### src/hw/tapev_defines.svh
// Register offsets, field positions, reset values and limits of the
// tap event block. Included by the package users; no logic here.
`ifndef TAPEV_DEFINES_SVH
`define TAPEV_DEFINES_SVH

// Register offsets on the serial register port
`define TAPEV_ADDR_CONFIG 8'h21
`define TAPEV_ADDR_SOURCE 8'h22
`define TAPEV_ADDR_THS_X 8'h23
`define TAPEV_ADDR_THS_Y 8'h24
`define TAPEV_ADDR_THS_Z 8'h25

// Reset values
`define TAPEV_CFG_RESET 8'h00
`define TAPEV_SRC_RESET 8'h00
`define TAPEV_THS_RESET 7'h00
`define TAPEV_RD_IDLE 8'h00

// Field positions
`define TAPEV_CFG_ABORT_BIT 7
`define TAPEV_CFG_LATCH_BIT 6
`define TAPEV_SRC_ACTIVE_BIT 7
`define TAPEV_SRC_DBL_BIT 3
`define TAPEV_THS_MSB 6

// Largest threshold code while low-noise is set: 4 g at 0.063 g per count
`define TAPEV_LN_MAX_THS 7'h3F

// Sample counter steps
`define TAPEV_CNT_ZERO 8'h00
`define TAPEV_CNT_ONE 8'h01
`define TAPEV_CNT_MAX 8'hFF

`endif

### src/hw/tapev_pkg.sv
// Types shared by the tap event block and its per-axis detector.
// Assumes tapev_defines.svh supplies the numeric constants.
package tapev_pkg;

  typedef struct packed {
    logic doubleTapAbort;
    logic tapLatchEnable;
    logic zDoubleTapEnable;
    logic zSingleTapEnable;
    logic yDoubleTapEnable;
    logic ySingleTapEnable;
    logic xDoubleTapEnable;
    logic xSingleTapEnable;
  } tapev_cfg_t;

  typedef struct packed {
    logic tapEventActive;
    logic zTapSeen;
    logic yTapSeen;
    logic xTapSeen;
    logic doubleTapFirst;
    logic zTapSign;
    logic yTapSign;
    logic xTapSign;
  } tapev_src_t;

  typedef struct packed {
    logic [7:0] timeLimit;
    logic [7:0] latency;
    logic [7:0] window;
  } tapev_timing_t;

  typedef struct packed {
    logic singleHit;
    logic doubleHit;
    logic sign;
  } tapev_hit_t;

  typedef enum logic [2:0] {
    ST_IDLE,
    ST_FIRST,
    ST_LATENCY,
    ST_WINDOW,
    ST_SECOND
  } tapev_state_t;

endpackage

### src/hw/tapev_axis_det.sv
// Single/double tap detector for one axis, stepped once per sample.
// Assumes samples arrive on clk_sys as a one-cycle valid strobe.
`timescale 1ns/1ps
`include "tapev_defines.svh"

module tapev_axis_det (
  // Clock and reset
  input wire logic clk_sys,
  input wire logic resetn,
  // Sample and settings
  input wire logic sampleValid,
  input wire logic [7:0] accel,
  input wire logic [6:0] level,
  input wire tapev_pkg::tapev_timing_t timing,
  input wire logic doubleTapAbort,
  input wire logic singleEnable,
  input wire logic doubleEnable,
  // Detection result: one-cycle hit pulses, sign held from the last tap
  output tapev_pkg::tapev_hit_t hit
);

  tapev_pkg::tapev_state_t state;
  logic [7:0] cnt;
  logic [7:0] magnitude;
  logic [7:0] cntInc;
  logic above;
  logic pulseSign;
  logic latPulse;
  logic latAbort;
  logic latDone;
  logic firstValid;
  logic secondValid;
  logic enabled;

  assign magnitude = accel[7] ? 8'(~accel + `TAPEV_CNT_ONE) : accel;
  assign above = magnitude > {1'b0, level};
  assign cntInc = (cnt == `TAPEV_CNT_MAX) ? cnt : cnt + `TAPEV_CNT_ONE;
  assign latDone = cnt >= timing.latency;
  assign enabled = singleEnable | doubleEnable;
  assign firstValid = sampleValid && state == tapev_pkg::ST_FIRST &&
                      !above && cnt <= timing.timeLimit;
  assign secondValid = sampleValid && state == tapev_pkg::ST_SECOND &&
                       !above && cnt <= timing.timeLimit;

  // Sequence of one tap, latency and optional second tap
  always_ff @(posedge clk_sys or negedge resetn) begin
    if (!resetn) begin
      state <= tapev_pkg::ST_IDLE;
      cnt <= `TAPEV_CNT_ZERO;
      pulseSign <= 1'b0;
      latPulse <= 1'b0;
      latAbort <= 1'b0;
    end else if (!enabled) begin
      state <= tapev_pkg::ST_IDLE;
      cnt <= `TAPEV_CNT_ZERO;
    end else if (sampleValid) begin
      case (state)
        tapev_pkg::ST_IDLE: begin
          if (above) begin
            state <= tapev_pkg::ST_FIRST;
            cnt <= `TAPEV_CNT_ONE;
            pulseSign <= accel[7];
          end
        end
        tapev_pkg::ST_FIRST: begin
          if (!above) begin
            state <= firstValid ? tapev_pkg::ST_LATENCY
                                : tapev_pkg::ST_IDLE;
            cnt <= `TAPEV_CNT_ZERO;
            latPulse <= 1'b0;
            latAbort <= 1'b0;
          end else if (cnt >= timing.timeLimit) begin
            state <= tapev_pkg::ST_IDLE;
          end else begin
            cnt <= cntInc;
          end
        end
        tapev_pkg::ST_LATENCY: begin
          if (latDone) begin
            cnt <= `TAPEV_CNT_ZERO;
            if (doubleEnable && !(latAbort && doubleTapAbort)) begin
              state <= tapev_pkg::ST_WINDOW;
            end else begin
              state <= tapev_pkg::ST_IDLE;
            end
          end else begin
            cnt <= cntInc;
            if (above) begin
              latPulse <= 1'b1;
            end else if (latPulse && doubleTapAbort) begin
              latAbort <= 1'b1;
            end
          end
        end
        tapev_pkg::ST_WINDOW: begin
          if (above) begin
            state <= tapev_pkg::ST_SECOND;
            cnt <= `TAPEV_CNT_ONE;
            pulseSign <= accel[7];
          end else if (cnt >= timing.window) begin
            state <= tapev_pkg::ST_IDLE;
          end else begin
            cnt <= cntInc;
          end
        end
        tapev_pkg::ST_SECOND: begin
          if (!above || cnt >= timing.timeLimit) begin
            state <= tapev_pkg::ST_IDLE;
            cnt <= `TAPEV_CNT_ZERO;
          end else begin
            cnt <= cntInc;
          end
        end
        default: begin
          state <= tapev_pkg::ST_IDLE;
        end
      endcase
    end
  end

  // Result pulses, gated by the event type enables
  always_ff @(posedge clk_sys or negedge resetn) begin
    if (!resetn) begin
      hit <= '0;
    end else begin
      hit.singleHit <= firstValid && singleEnable;
      hit.doubleHit <= secondValid && doubleEnable;
      hit.sign <= pulseSign;
    end
  end
endmodule

### src/hw/tapev_top.sv
// Tap event configuration, source and threshold registers with three
// per-axis detectors. Assumes samples and the register port are
// driven from logic on clk_sys; timing values come from other blocks.
`timescale 1ns/1ps
`include "tapev_defines.svh"

// Overview of operation
// - Abort off: double tap continues despite latency taps
// - Abort on: latency tap start and end suspends
// - Latch enable selects latched source flags, reset 0
// - Six axis single/double enables, bits 5..0
// - Event reported only if axis and type enabled
// - Event active flag set on any event
// - Per-axis seen bits Z, Y, X at 6..4
// - Bit 3 marks double tap as trigger
// - Bits 2..0 give Z, Y, X sign
// - Latched event active freezes status until read
// - Source read clears all bits and interrupt
// - Three 7-bit thresholds, bit 7 reads zero
// - Threshold counts 0.063 g on fixed 8 g
// - Low-noise caps reachable threshold at 4 g
// - Tap starts when magnitude exceeds threshold
// - Thresholds reset to zero
// - Tap must fall below within time limit
// - Taps ignored during latency after first tap while abort is off
// - Second tap starts within window after latency
module tapev_top (
  // Clock and reset
  input wire logic clk_sys,
  input wire logic resetn,
  // Register port
  input wire logic [7:0] regAddr,
  input wire logic regWrite,
  input wire logic regRead,
  input wire logic [7:0] regWrData,
  output logic [7:0] regRdData,
  // Acceleration samples, index 0 = X, 1 = Y, 2 = Z
  input wire logic sampleValid,
  input wire logic [2:0][7:0] accelSample,
  // Timing and system settings held elsewhere
  input wire tapev_pkg::tapev_timing_t tapTiming,
  input wire logic lowNoise,
  // Tap interrupt
  output logic tapIrq
);

  tapev_pkg::tapev_cfg_t cfgReg;
  tapev_pkg::tapev_src_t srcReg;
  tapev_pkg::tapev_src_t next_src;
  tapev_pkg::tapev_src_t newSrc;
  tapev_pkg::tapev_hit_t hits [3];
  logic [7:0] cfgBits;
  logic [2:0][6:0] thsReg;
  logic [2:0] axisSeen;
  logic [2:0] axisSign;
  logic [2:0] axisDouble;
  logic anyHit;
  logic frozen;
  logic srcRead;
  logic cfgWrite;
  logic [7:0] next_rd;

  assign cfgBits = cfgReg;
  assign srcRead = regRead && regAddr == `TAPEV_ADDR_SOURCE;
  assign cfgWrite = regWrite && regAddr == `TAPEV_ADDR_CONFIG;

  // Configuration register
  always_ff @(posedge clk_sys or negedge resetn) begin
    if (!resetn) begin
      cfgReg <= `TAPEV_CFG_RESET;
    end else if (cfgWrite) begin
      cfgReg <= regWrData;
    end
  end

  // Per-axis threshold register, level clamp and detector
  genvar i;
  generate
    for (i = 0; i < 3; i++) begin : g_axis
      localparam logic [7:0] THS_ADDR = 8'(`TAPEV_ADDR_THS_X + i);
      logic [6:0] effLevel;

      always_ff @(posedge clk_sys or negedge resetn) begin
        if (!resetn) begin
          thsReg[i] <= `TAPEV_THS_RESET;
        end else if (regWrite && regAddr == THS_ADDR) begin
          thsReg[i] <= regWrData[`TAPEV_THS_MSB:0];
        end
      end

      // Codes are in 0.063 g steps on the fixed 8 g sample scale
      assign effLevel = (lowNoise && thsReg[i] > `TAPEV_LN_MAX_THS) ?
                        `TAPEV_LN_MAX_THS : thsReg[i];

      tapev_axis_det u_det (
        .clk_sys(clk_sys),
        .resetn(resetn),
        .sampleValid(sampleValid),
        .accel(accelSample[i]),
        .level(effLevel),
        .timing(tapTiming),
        .doubleTapAbort(cfgReg.doubleTapAbort),
        .singleEnable(cfgBits[2*i]),
        .doubleEnable(cfgBits[2*i+1]),
        .hit(hits[i])
      );

      assign axisSeen[i] = hits[i].singleHit | hits[i].doubleHit;
      assign axisDouble[i] = hits[i].doubleHit;
      assign axisSign[i] = axisSeen[i] & hits[i].sign;
    end
  endgenerate

  assign anyHit = |axisSeen;
  assign frozen = cfgReg.tapLatchEnable && srcReg.tapEventActive;

  // Status word for the events of this cycle
  always_comb begin
    newSrc = '0;
    newSrc.tapEventActive = anyHit;
    newSrc.zTapSeen = axisSeen[2];
    newSrc.yTapSeen = axisSeen[1];
    newSrc.xTapSeen = axisSeen[0];
    newSrc.doubleTapFirst = |axisDouble;
    newSrc.zTapSign = axisSign[2];
    newSrc.yTapSign = axisSign[1];
    newSrc.xTapSign = axisSign[0];
  end

  // New events win over a read in the same cycle
  always_comb begin
    next_src = srcReg;
    if (anyHit && (!frozen || srcRead)) begin
      next_src = newSrc;
    end else if (srcRead) begin
      next_src = `TAPEV_SRC_RESET;
    end
  end

  // Source register and the interrupt that follows it
  always_ff @(posedge clk_sys or negedge resetn) begin
    if (!resetn) begin
      srcReg <= `TAPEV_SRC_RESET;
      tapIrq <= 1'b0;
    end else begin
      srcReg <= next_src;
      tapIrq <= next_src.tapEventActive;
    end
  end

  // Read data mux, unmapped offsets read zero
  always_comb begin
    case (regAddr)
      `TAPEV_ADDR_CONFIG: next_rd = cfgReg;
      `TAPEV_ADDR_SOURCE: next_rd = srcReg;
      `TAPEV_ADDR_THS_X: next_rd = {1'b0, thsReg[0]};
      `TAPEV_ADDR_THS_Y: next_rd = {1'b0, thsReg[1]};
      `TAPEV_ADDR_THS_Z: next_rd = {1'b0, thsReg[2]};
      default: next_rd = `TAPEV_RD_IDLE;
    endcase
  end

  always_ff @(posedge clk_sys or negedge resetn) begin
    if (!resetn) begin
      regRdData <= `TAPEV_RD_IDLE;
    end else if (regRead) begin
      regRdData <= next_rd;
    end
  end
endmodule

### config.mk
export PLATFORM = sky130hd
export DESIGN_NAME = tapev_top
export DESIGN_NICKNAME = d
export VERILOG_FILES = /design/src/hw/tapev_pkg.sv /design/src/hw/tapev_axis_det.sv /design/src/hw/tapev_top.sv
export VERILOG_INCLUDE_DIRS = /design/src /design/src/hw
export SDC_FILE = /design/constraint.sdc
export NUM_CORES = 1
export LEC_CHECK = 0
export BUFFER_PORTS_ARGS = -buffer_cell sky130_fd_sc_hd__buf_2
export CAP_MARGIN = 10
export CORE_MARGIN = 4
export CORE_UTILIZATION = 52
export DETAILED_ROUTE_END_ITERATION = 8
export PLACE_DENSITY = 0.71
export REMOVE_ABC_BUFFERS = 1
export SETUP_SLACK_MARGIN = 0.02
export SLEW_MARGIN = 20
export SYNTH_ARGS = -nofsm -noshare
export SYNTH_HDL_FRONTEND = slang
export SYNTH_HIERARCHICAL = 1
export SYNTH_SLANG_ARGS = --single-unit
### constraint.sdc
create_clock -name clk_sys -period 3.6 [get_ports clk_sys]
set_input_delay 0.18 -clock clk_sys [delete_from_list [all_inputs] [get_ports clk_sys]]
set_output_delay 0.18 -clock clk_sys [all_outputs]
set_load 0.1 [all_outputs]
=== Yosys cells after proc, flatten, opt, wreduce, memory -nomap -nowiden ===
Cells that the tools add are included.

* Bits in read-only memories: 0
* Register bits: 96
* Word-level logic and storage cells: 325
* Output and inout port bits: 9
* Bits of input ports: 70
* Latch bits: 0
* Bits in writable memories: 0
* Memories: 0

* $add $sub $neg: 6
* Mux-type cells: 102
* Eq/ne operators: 62
* Bitwise operators: 12
* Div/mod/pow operators: 0
* Multiply operators: 0
* Shifts and indexed selects: 0
* $lt $le $gt $ge: 18
* Reductions and logical operators: 81

{| class="wikitable"
|+ Operator list
! kind !! count
|-
| two-way mux 8 bit || 35
|-
| case mux 8 bit (5 select lines) || 4
|-
| two-way mux 3 bit || 27
|-
| >= comparator 8 bit || 9
|-
| adder 8 x 1 -> 8 bit (second input constant) || 6
|-
| case mux 3 bit (5 select lines) || 3
|-
| logical AND 1 bit || 43
|-
| equality test 8 x 6 -> 1 bit (second input constant) || 5
|-
| AND reduction 6 bit || 6
|-
| equality test 8 bit (second input constant) || 3
|-
| greater-than comparator 8 x 7 -> 1 bit || 3
|-
| less-or-equal comparator 8 bit || 3
|-
| != test 2 bit (second input constant) || 12
|-
| != test 4 x 3 -> 1 bit (second input constant) || 6
|-
| != test 4 bit (second input constant) || 6
|-
| inverter 8 bit || 3
|-
| greater-than comparator 7 x 6 -> 1 bit (second input constant) || 3
|-
| two-way mux 7 bit || 3
|-
| AND reduction 7 bit || 3
|-
| equality test 3 x 2 -> 1 bit (second input constant) || 6
|-
| two-way mux 1 bit || 18
|-
| != test 3 x 2 -> 1 bit (second input constant) || 6
|-
| != test 6 bit (second input constant) || 3
|-
| AND reduction 5 bit || 3
|-
| 15 further kinds || 62
|}

=== Depth between registers and ports, before layout ===
Gate-level depths: netlist of run 1.

* Depth in word-level cells: 12
* Gate-level depth with buffers: 15
* Mapped depth without buffers: 14

=== Cells and area by module ===
Netlist of run 1, hierarchy kept.

{| class="wikitable"
|+ Modules (own cells, without submodules)
! module !! area each (um^2) !! cells each !! times used !! seq. area each (um^2)
|-
| tapev_axis_det || 2049.5 || 244 || 3 || 425.4
|-
| tapev_top || 2220.9 || 176 || 1 || 1126.1
|}

=== Least setup slack after synthesis of run 1 ===
OpenSTA, ideal clock, no wires.

* Path type: input -> register
* From: input port accelSample[3] (netlist bit)
* To: register g_axis[0].u_det.cnt[4]
* Stages: 13
* Setup time: 0.118 ns
* Arrival: 2.640 ns
* Path buffers: 1
* Required time: 3.482 ns
* Path slack: 0.842 ns
* Path through: or3_4 o31ai_1 xnor2_1 ha_1 nand3_1 nand2b_1 a22oi_2 nand2b_2 a2111o_1 o21a_1 buf_6 a22o_1 a21o_1

* Longest elaborated chain between the ends: 10
* Elaborated cells on any way between the ends: 16
* Classes of those cells: add/sub: 1; order compare: 1; eq/ne: 3; mux: 7; bitwise: 1; reduce/logical: 3

{| class="wikitable"
|+ RTL lines
! what !! line !! source
|-
| start: declaration || tapev_top.sv:39 || <nowiki>input wire logic [2:0][7:0] accelSample,</nowiki>
|-
| inverter 8 bit || tapev_axis_det.sv:35 || <nowiki>assign magnitude = accel[7] ? 8'(~accel + `TAPEV_CNT_ONE) : accel;</nowiki>
|-
| adder 8 x 1 -> 8 bit (no line) || n/a ||
|-
| two-way mux 8 bit * || tapev_axis_det.sv:35 ||
|-
| greater-than comparator 8 x 7 -> 1 bit * || tapev_axis_det.sv:36 || <nowiki>assign above = magnitude > {1'b0, level};</nowiki>
|-
| zero test 1 bit || tapev_axis_det.sv:107 || <nowiki>if (!above || cnt >= timing.timeLimit) begin</nowiki>
|-
| logical OR 1 bit || tapev_axis_det.sv:107 ||
|-
| two-way mux 8 bit || tapev_axis_det.sv:107 ||
|-
| case mux 8 bit (5 select lines) || tapev_axis_det.sv:57 || <nowiki>case (state)</nowiki>
|-
| two-way mux 8 bit || tapev_axis_det.sv:56 || <nowiki>end else if (sampleValid) begin</nowiki>
|-
| two-way mux 8 bit || tapev_axis_det.sv:53 || <nowiki>end else if (!enabled) begin</nowiki>
|-
| end signal: assignment || tapev_axis_det.sv:55 || <nowiki>cnt <= `TAPEV_CNT_ZERO;</nowiki>
|-
| end signal: assignment || tapev_axis_det.sv:61 || <nowiki>cnt <= `TAPEV_CNT_ONE;</nowiki>
|-
| end signal: assignment || tapev_axis_det.sv:109 || <nowiki>cnt <= `TAPEV_CNT_ZERO;</nowiki>
|-
| end: declaration || tapev_axis_det.sv:23 || <nowiki>logic [7:0] cnt;</nowiki>
|}

Every way passes the cells marked *; elsewhere a longest branch is shown, timed or not. The select of a mux whose other input is x is not followed.
A chain may end at the register's enable or synchronous reset.

=== Worst setup path after layout of run 1 ===
* From: register thsReg[6] (netlist bit)
* To: register g_axis[0].u_det.cnt[1]

* Longest elaborated chain between the ends: 10
* Elaborated cells on any way between the ends: 16
* Classes of those cells: order compare: 2; eq/ne: 3; mux: 7; reduce/logical: 4

{| class="wikitable"
|+ RTL lines
! what !! line !! source
|-
| start: declaration || tapev_top.sv:53 || <nowiki>logic [2:0][6:0] thsReg;</nowiki>
|-
| start signal: indexed assignment || tapev_top.sv:85 || <nowiki>thsReg[i] <= `TAPEV_THS_RESET;</nowiki>
|-
| start signal: indexed assignment || tapev_top.sv:87 || <nowiki>thsReg[i] <= regWrData[`TAPEV_THS_MSB:0];</nowiki>
|-
| greater-than comparator 7 x 6 -> 1 bit (no line) * || n/a ||
|-
| logical AND 1 bit (no line) * || n/a ||
|-
| two-way mux 7 bit * || tapev_top.sv:92 || <nowiki>assign effLevel = (lowNoise && thsReg[i] > `TAPEV_LN_MAX_THS) ?</nowiki>
|-
| net g_axis[0].effLevel[3] || tapev_top.sv:81 || <nowiki>logic [6:0] effLevel;</nowiki>
|-
| greater-than comparator 8 x 7 -> 1 bit * || tapev_axis_det.sv:36 ||
|-
| zero test 1 bit || tapev_axis_det.sv:107 ||
|-
| logical OR 1 bit || tapev_axis_det.sv:107 ||
|-
| two-way mux 8 bit || tapev_axis_det.sv:107 ||
|-
| case mux 8 bit (5 select lines) || tapev_axis_det.sv:57 ||
|-
| two-way mux 8 bit || tapev_axis_det.sv:56 ||
|-
| two-way mux 8 bit || tapev_axis_det.sv:53 ||
|}

Mark *: on every way through the listed nets, which the timed path passes. The rest lies on a longest branch. The select of a mux whose other input is x is not followed.

==> impl_results.md, run 1 <==
* Share of async-settable or async-resettable flops after synthesis at 1.00
* Sum of net half-perimeters after detailed placement at 16200 um
* Antenna cells at 0
* Cell depth of the worst min-delay path at 2
* Total setup violations reported at the end of the flow at 0
* Most common flop cell mapped by yosys: dfrtp_1
* Terminating pin of the worst hold path: regRdData[7]$_DFFE_PN0P_
* Number of synthesis warnings at 6
* Maximum Capacitance Violations at 0
* Number of distinct library cell variants in the gate-level netlist after synthesis at between 60 and 70
* Insertion delay of the later-clocked pin in the worst-skew pair at ~0.35 ns
* Design Power at between 0.002 and 0.003 W
* P&R area growth vs syn at 10.5%
* Slowest-stage cell, CP: o211ai_1
* Height of the die at 135 um
* Placeable Area at 15800 sq um
* Standard-cell rows at 46
* Leading cell type in the layout, fill and taps excluded: inv_1
* Remaining antenna violation count at 0
* # hold bufs at CTS at 1
* Relative slew margins at 0.460
* Commonest non-fill, non-tap cells in the layout: 104 x inv_1, 99 x ha_1, 96 x dfrtp_1
* Crit path capture type: flop
* Number of antenna violations at the first check in global routing at 0
* Transition time at the pin with the least slew margin at 0.808 ns
* Placement Setup Slack at around 0.46 ns
* Most prevalent standard cell on the critical path: nand2_1
* Minimum setup slack among reg-to-reg paths at 0.68 ns
* Number of enable-type register cells in the synthesized netlist at 0
* Start of the worst register-to-register path: thsReg[6]$_DFFE_PN0P_
* Syn_area_per_cell at 9.22 sq um
* Unrepaired setup endpoints after global routing: false
* Count of cells along the worst register-to-register path at 11
* Global-route total usage across every layer at 0.229
* Startpoint Class: flop
* Area of the mapped netlist at approximately 8400 sq um
* Pre-Repair DR Iteration Count at 5
* Number of remaining DRC errors at 0
* Detailed router's first-iteration violation count at around 410
* Upper clock frequency limit at 342 MHz
* Global placer's final weighted congestion at about 0.91
* Leakage power figure at around 4.4 nW
* Level count of the clock H-tree at 3
* Layout net count at ~1200
* Largest net degree at the start of global routing at 40
* Biggest cell delay along the critical path at roughly 0.48 ns
* List of cells traversed by the critical path: nand2_1, nand2b_1, inv_1, ha_1, and4_1, a211oi_2, nand2b_2, o21ai_0, o211ai_1, nand2_1, a32o_1
* Final global-route overflow total at 0
* Routed via count at 7062
* Total power density per cell area at 303 nW/um^2
* First-pass GRT wire length at 33700 um
* Per-cell routed wire length at 17.1 um
* Worst Path Arrival at between 3 and 4 ns
* Die Span X at roughly 130 um
* Reg clk slew, reported paths at 0.07 ns
* Instance count of the mapped netlist at between 900 and 1000
* Slew Limit Fails at 0
* Die area at roughly 18000 sq um
* Area of all placed cells without fillers at a little over 9000 sq um
* TritonCTS clock tree: done
* Worst min path class: in -> reg
* Root cell of the clock tree: clkbuf_16
* Count of state elements after synthesis at 96
* Seq/Total Area, Yosys at 0.287
* CTS Buffer Depth at 2
* WP data required at approximately 3.8 ns
* Initial cell density of the core at 0.529
* Number of cells upsized or downsized after cts at 0
* Ratio of cells with drive above 1 in the final layout at 0.193
* Combined buffer and inverter count along the critical path at 1
* Setup Skew at 0.00802 ns
* Crit path setup slack, layout at a little under 0.7 ns
* Count of input and output buffers at 78
* I/O pin count at around 80
* Peak ir drop on the vdd network at ~0.24 mV
* Family with the most delay on the worst path: compound AO/OA/AOI/OAI gates
* Post-CTS setup buffer count at 0
* Cts bufs inserted at 9
* Hold Path Origin: regRead
* Number of global-route vias before repair at 6749
* Via-to-Cell Ratio at about 6
* Crit path max fanout at 7
* Class of the most critical setup path: reg -> reg
* Crit share post-route at 0.812
* Result of the run: complete, no violations
* Min Tclk post-route at between 2 and 3 ns
* Post-placement cell area at 8930 sq um
* Total wirelength of the detailed-routed design at approximately 21000 um
* Reg-to-Reg End: g_axis[0].u_det/cnt[1]$_DFFE_PN0P_
* Final Hold Vio Count at 0
* Sink Count at between 90 and 100
* Total Neg Setup Slack at 0 ns
-- cells in the mapped netlist (all sizes together), types with 12 or more instances --
cell    instances  area, sq um
a22o           13          114
nand3          45          238
a22oi          12          105
nand2b         36          233
o21ai          33          165
nor4b          13          230
a21oi          56          314
ha             99         1240
xnor2          18          158
inv           104          390
nand4          12         75.1
o211ai         12          105
nor2           57          236
a21o           16          120
buf            13          109
mux2           40          450
dfrtp          96         2400
nor2b          22          168
nand2          71          267
-- cell type report --
cell class,count,area [sq um]
Clock inverter,5,63.8
Timing Repair Buffer,82,425
Inverter,104,390
Clock buffer,11,243
Multi-Input combinational cell,691,5450
Tap cell,216,270
Fill cell,1398,6580
Sequential cell,96,2400
-- power breakdown --
part           switching, W  leakage [nW]  total [W]  internal, W
logic              0.000368          2.98   0.000606     0.000238
registers         0.0000487          1.32    0.00119      0.00114
clock network      0.000442         0.146    0.00101     0.000563
-- layer usage --
layer	share of wire	global-route usage
met1	0.46	0.315
met2	0.47	0.380
met5	0	0
met3	0.053	0.0298
met4	0.020	0.0667
-- cell families after synthesis --
family                   count (synthesis)  synth area share
XOR/XNOR                                18            0.0188
AND/OR/NAND/NOR                        312             0.226
multiplexers                            43            0.0619
flip-flops                              96             0.287
adder cells (fa/ha/maj)                 99             0.148
AO/OA/AOI/OAI                          219             0.196
buffers and inverters                  121            0.0614
-- flip-flops by register name (all words and copies together) (netlist names) --
register                cells
g_axis.u_det/cnt           24
thsReg                     21
g_axis.u_det/hit            9
g_axis.u_det/state          9
cfgBits                     8
regRdData                   8
srcReg                      8
g_axis.u_det/latAbort       3
g_axis.u_det/latPulse       3
g_axis.u_det/pulseSign      3
-- worst max-delay path by stage --
| stage | startpoint | end | slack (ns) | cells past startpoint |
|---|---|---|---|---|
| after floorplan | accelSample[3] | g_axis[0].u_det/cnt[3]$_DFFE_PN0P_ | 0.85 | 12 |
| after global placement | accelSample[19] | g_axis[2].u_det/cnt[5]$_DFFE_PN0P_ | 0.53 | 13 |
| after detailed placement | accelSample[19] | g_axis[2].u_det/cnt[5]$_DFFE_PN0P_ | 0.46 | 14 |
| after CTS | thsReg[6]$_DFFE_PN0P_ | g_axis[0].u_det/cnt[1]$_DFFE_PN0P_ | 0.72 | 11 |
| after global routing | thsReg[13]$_DFFE_PN0P_ | g_axis[1].u_det/cnt[7]$_DFFE_PN0P_ | 0.45 | 11 |
| final | thsReg[6]$_DFFE_PN0P_ | g_axis[0].u_det/cnt[1]$_DFFE_PN0P_ | 0.68 | 11 |
-- worst register-to-register path, delay by kind of cell, from the launching register on --
family          cells  cell delay [ns]
simple gates        5             0.88
compound gates      4             1.12
flops               1             0.43
fa+ha+maj           1             0.34
buf+inv             1             0.05
-- metrics by stage --
stage	hold WS, ns	instances	util
2_1_floorplan	-0.116	891	-
3_3_place_gp	0.0935	1188	0.564
3_5_place_dp	0.0967	1188	0.564
4_1_cts	0.0353	1205	0.584
5_1_grt	0.0419	1205	0.584
6_report	0.0455	1205	0.584
No activity file was read; power rests on OpenSTA's default activity.
==> run 2, diff against run 1 <==
--- a/config.mk
+++ b/config.mk
@@ -11,7 +11,7 @@
 export CORE_MARGIN = 4
 export CORE_UTILIZATION = 52
 export DETAILED_ROUTE_END_ITERATION = 8
-export PLACE_DENSITY = 0.71
+export PLACE_DENSITY = 0.74
 export REMOVE_ABC_BUFFERS = 1
 export SETUP_SLACK_MARGIN = 0.02
 export SLEW_MARGIN = 20
==> constraint.sdc (replaced) <==
create_clock -name clk_sys -period 2.6 [get_ports clk_sys]
set_input_delay 0.13 -clock clk_sys [delete_from_list [all_inputs] [get_ports clk_sys]]
set_output_delay 0.13 -clock clk_sys [all_outputs]
set_load 0.1 [all_outputs]
==> run 2 against run 1 <==
The flow now finishes with violations (setup timing). First-iteration DRC count rose by 10%. Fmax rose by 9.1%. Combinational power rose by 100%. Global-route usage rose by 1.7 points. Register-to-register slack got worse by 0.76 ns. Flip-flop and latch count did not move. Worst setup slack got worse by 0.76 ns.
==> impl_results.md, run 2 (synthesis gave the netlist of run 1 again) <==
* Result of the run: finished with violations (was complete, no violations)
* Failing checks: setup timing
* Total power density per cell area at 396 nW/um^2 (was 303 nW/um^2)
* Largest register FFs at 24 (unchanged)
* Ratio of cells with drive above 1 in the final layout at 0.380 (was 0.193)
* Min Tclk post-route at 2.68 ns (was 2.92 ns)
* Die Span X at 135 um (unchanged)
* Placement Setup Slack at -0.440 ns (was 0.458 ns)
* Hold Path Origin: regWrData[7] (was regRead)
* Sink Count at 96 (unchanged)
* TritonCTS clock tree: done (unchanged)
* Cts bufs inserted at 9 (unchanged)
* Placeable Area at 15800 sq um (unchanged)
* Final global-route overflow total at 0 (unchanged)
* Register bank with the most flops: g_axis.u_det/cnt (unchanged)
* Class of the most critical setup path: reg -> reg (unchanged)
* Crit path max fanout at 8 (was 7)
* Worst min path class: in -> reg (unchanged)
* Root cell of the clock tree: clkbuf_16 (unchanged)
* Commonest non-fill, non-tap cells in the layout: 96 x dfrtp_1, 94 x buf_4, 93 x inv_1 (was 104 x inv_1, 99 x ha_1, 96 x dfrtp_1)
* Number of remaining DRC errors at 0 (unchanged)
* Insertion delay of the later-clocked pin in the worst-skew pair at 0.36 ns (was 0.35 ns)
* Leakage power figure at 5.19 nW (was 4.44 nW)
* Antenna cells at 0 (unchanged)
* I/O pin count at 79 (unchanged)
* Crit share post-route at 1.03 (was 0.812)
* Sum of net half-perimeters after detailed placement at 17100 um (was 16200 um)
* Per-cell routed wire length at 18.0 um (was 17.1 um)
* Slowest-stage cell, CP: dfrtp_1 (was o211ai_1)
* Detailed router's first-iteration violation count at 454 (was 411)
* Most prevalent standard cell on the critical path: nand2b_4 (was nand2_1)
* Slew Limit Fails at 0 (unchanged)
* DP Cell Count at 1281 (was 1188)
* Combined buffer and inverter count along the critical path at 1 (unchanged)
* Post-Layout Cell Count at 1312 (was 1205)
* Biggest cell delay along the critical path at 0.43 ns (was 0.48 ns)
* Layout net count at 1260 (was 1153)
* Startpoint Class: flop (unchanged)
* Total Neg Setup Slack at -0.595 ns (was 0 ns)
* Global-route total usage across every layer at 0.246 (was 0.229)
* Remaining antenna violation count at 0 (unchanged)
* Largest registers ranked by flip-flop count: g_axis.u_det/cnt x24, thsReg x21 (unchanged)
* Number of antenna violations at the first check in global routing at 0 (unchanged)
* P&R area growth vs syn at 30.1% (was 10.5%)
* Standard-cell rows at 46 (unchanged)
* Maximum Capacitance Violations at 0 (unchanged)
* Height of the die at 135 um (unchanged)
* Unrepaired setup endpoints after global routing: true (was false)
* Global placer's final weighted congestion at 0.916 (was 0.913)
* Launch point of the worst path: thsReg[6]$_DFFE_PN0P_ (unchanged)
* CTS Buffer Depth at 2 (unchanged)
* Crit path capture type: flop (unchanged)
* Start of the worst register-to-register path: thsReg[6]$_DFFE_PN0P_ (unchanged)
* Smallest hold slack at 0.0151 ns (was 0.0455 ns)
* Routed via count at 7792 (was 7062)
* Reg clk slew, reported paths at 0.07 ns (about the same)
* Largest net degree at the start of global routing at 53 (was 40)
* WP data required at 2.84 ns (was 3.84 ns)
* Transition time at the pin with the least slew margin at 0.735 ns (was 0.808 ns)
* List of cells traversed by the critical path: nand2_4, nand2b_4, inv_4, ha_4, and4_4, nand2b_4, a22oi_2, nor2b_4, mux2i_4, a21oi_4, a22o_1, a21o_1 (was nand2_1, nand2b_1, inv_1, ha_1, and4_1, a211oi_2, nand2b_2, o21ai_0, o211ai_1, nand2_1, a32o_1)
* Count of input and output buffers at 78 (unchanged)
* Total setup violations reported at the end of the flow at 12 (was 0)
* Total wirelength of the detailed-routed design at 23700 um (was 20600 um)
* Leading cell type in the layout, fill and taps excluded: dfrtp_1 (was inv_1)
* Die area at 18200 sq um (unchanged)
* Setup Skew at 0.00850 ns (was 0.00802 ns)
* Worst Path Arrival at 2.92 ns (was 3.16 ns)
* Pre-Repair DR Iteration Count at 5 (unchanged)
* Level count of the clock H-tree at 3 (unchanged)
* Peak ir drop on the vdd network at 0.356 mV (was 0.241 mV)
* Upper clock frequency limit at 373 MHz (was 342 MHz)
* Number of global-route vias before repair at 7466 (was 6749)
* Family with the most delay on the worst path: simple AND/OR/NAND/NOR gates (was compound AO/OA/AOI/OAI gates)
* Crit path setup slack, layout at -0.0785 ns (was 0.677 ns)
* Via-to-Cell Ratio at 5.94 (was 5.86)
* Final Hold Vio Count at 0 (unchanged)
* Relative slew margins at 0.510 (was 0.460)
* Initial cell density of the core at 0.529 (unchanged)
* First-pass GRT wire length at 36200 um (was 33700 um)
==> run 2: through the flow <==
step / power [W] / instance area (sq um) / util
4_1_cts: 0.00413 / 10200 / 0.643
3_5_place_dp: 0.00262 / 9640 / 0.609
6_report: 0.00431 / 10900 / 0.688
2_1_floorplan: 0.00220 / 8250 / -
5_1_grt: 0.00451 / 10900 / 0.688
3_3_place_gp: 0.00259 / 9640 / 0.609
==> run 2: worst register-to-register path, delay by kind of cell, from the launching register on <==
| family | cells | cell delay (ns) |
|---|---|---|
| muxes | 1 | 0.30 |
| adders and majority gates | 1 | 0.26 |
| DFF | 1 | 0.43 |
| AOI/OAI and AO/OA | 4 | 0.72 |
| and+or+nand+nor | 5 | 0.82 |
| buffers and inverters | 1 | 0.04 |
==> run 2: area by class of cell <==
| type | instances | area, sq um |
|---|---|---|
| clock buffers | 10 | 239 |
| clock inverters | 6 | 81.3 |
| fillers | 1214 | 4940 |
| inverters | 104 | 398 |
| multi-input cells | 691 | 6200 |
| flip-flops and latches | 96 | 2400 |
| well taps | 216 | 270 |
| repair buffers | 189 | 1300 |
==> run 2: what timing repair did <==
item	CTS	global route
hold endpoints to repair	51	0
endpoints found under the setup margin	26	45
cloned	0	0
pin swaps	26	52
gates resized for setup	32	147
buffers inserted	4	9
hold buffers	2	0
==> run 2: path summary, 6_finish.rpt <==
path,slack [ns],to,depth (start not counted)
setup / recovery,-0.08,g_axis[0].u_det/cnt[5]$_DFFE_PN0P_,12
hold / removal,0.02,cfgBits[7]$_DFFE_PN0P_,2
setup reg to reg,-0.08,g_axis[0].u_det/cnt[5]$_DFFE_PN0P_,12
hold reg to reg,0.37,g_axis[2].u_det/hit[0]$_DFF_PN0_,0
max in group asynchronous,1.56,g_axis[0].u_det/cnt[6]$_DFFE_PN0P_,3
min in group asynchronous,0.38,thsReg[2]$_DFFE_PN0P_,2
==> run 2: report_power, final <==
part / internal [W] / switching [W] / leakage [nW]
sequential: 0.00158 / 0.0000716 / 1.32
combinational: 0.000569 / 0.000656 / 3.71
clock: 0.000798 / 0.000642 / 0.159
==> run 2: layer usage <==
layer	routed length, um	GRT usage
met3	1370	0.0428
met1	9920	0.322
met2	11700	0.412
met5	0	0
met4	698	0.0871
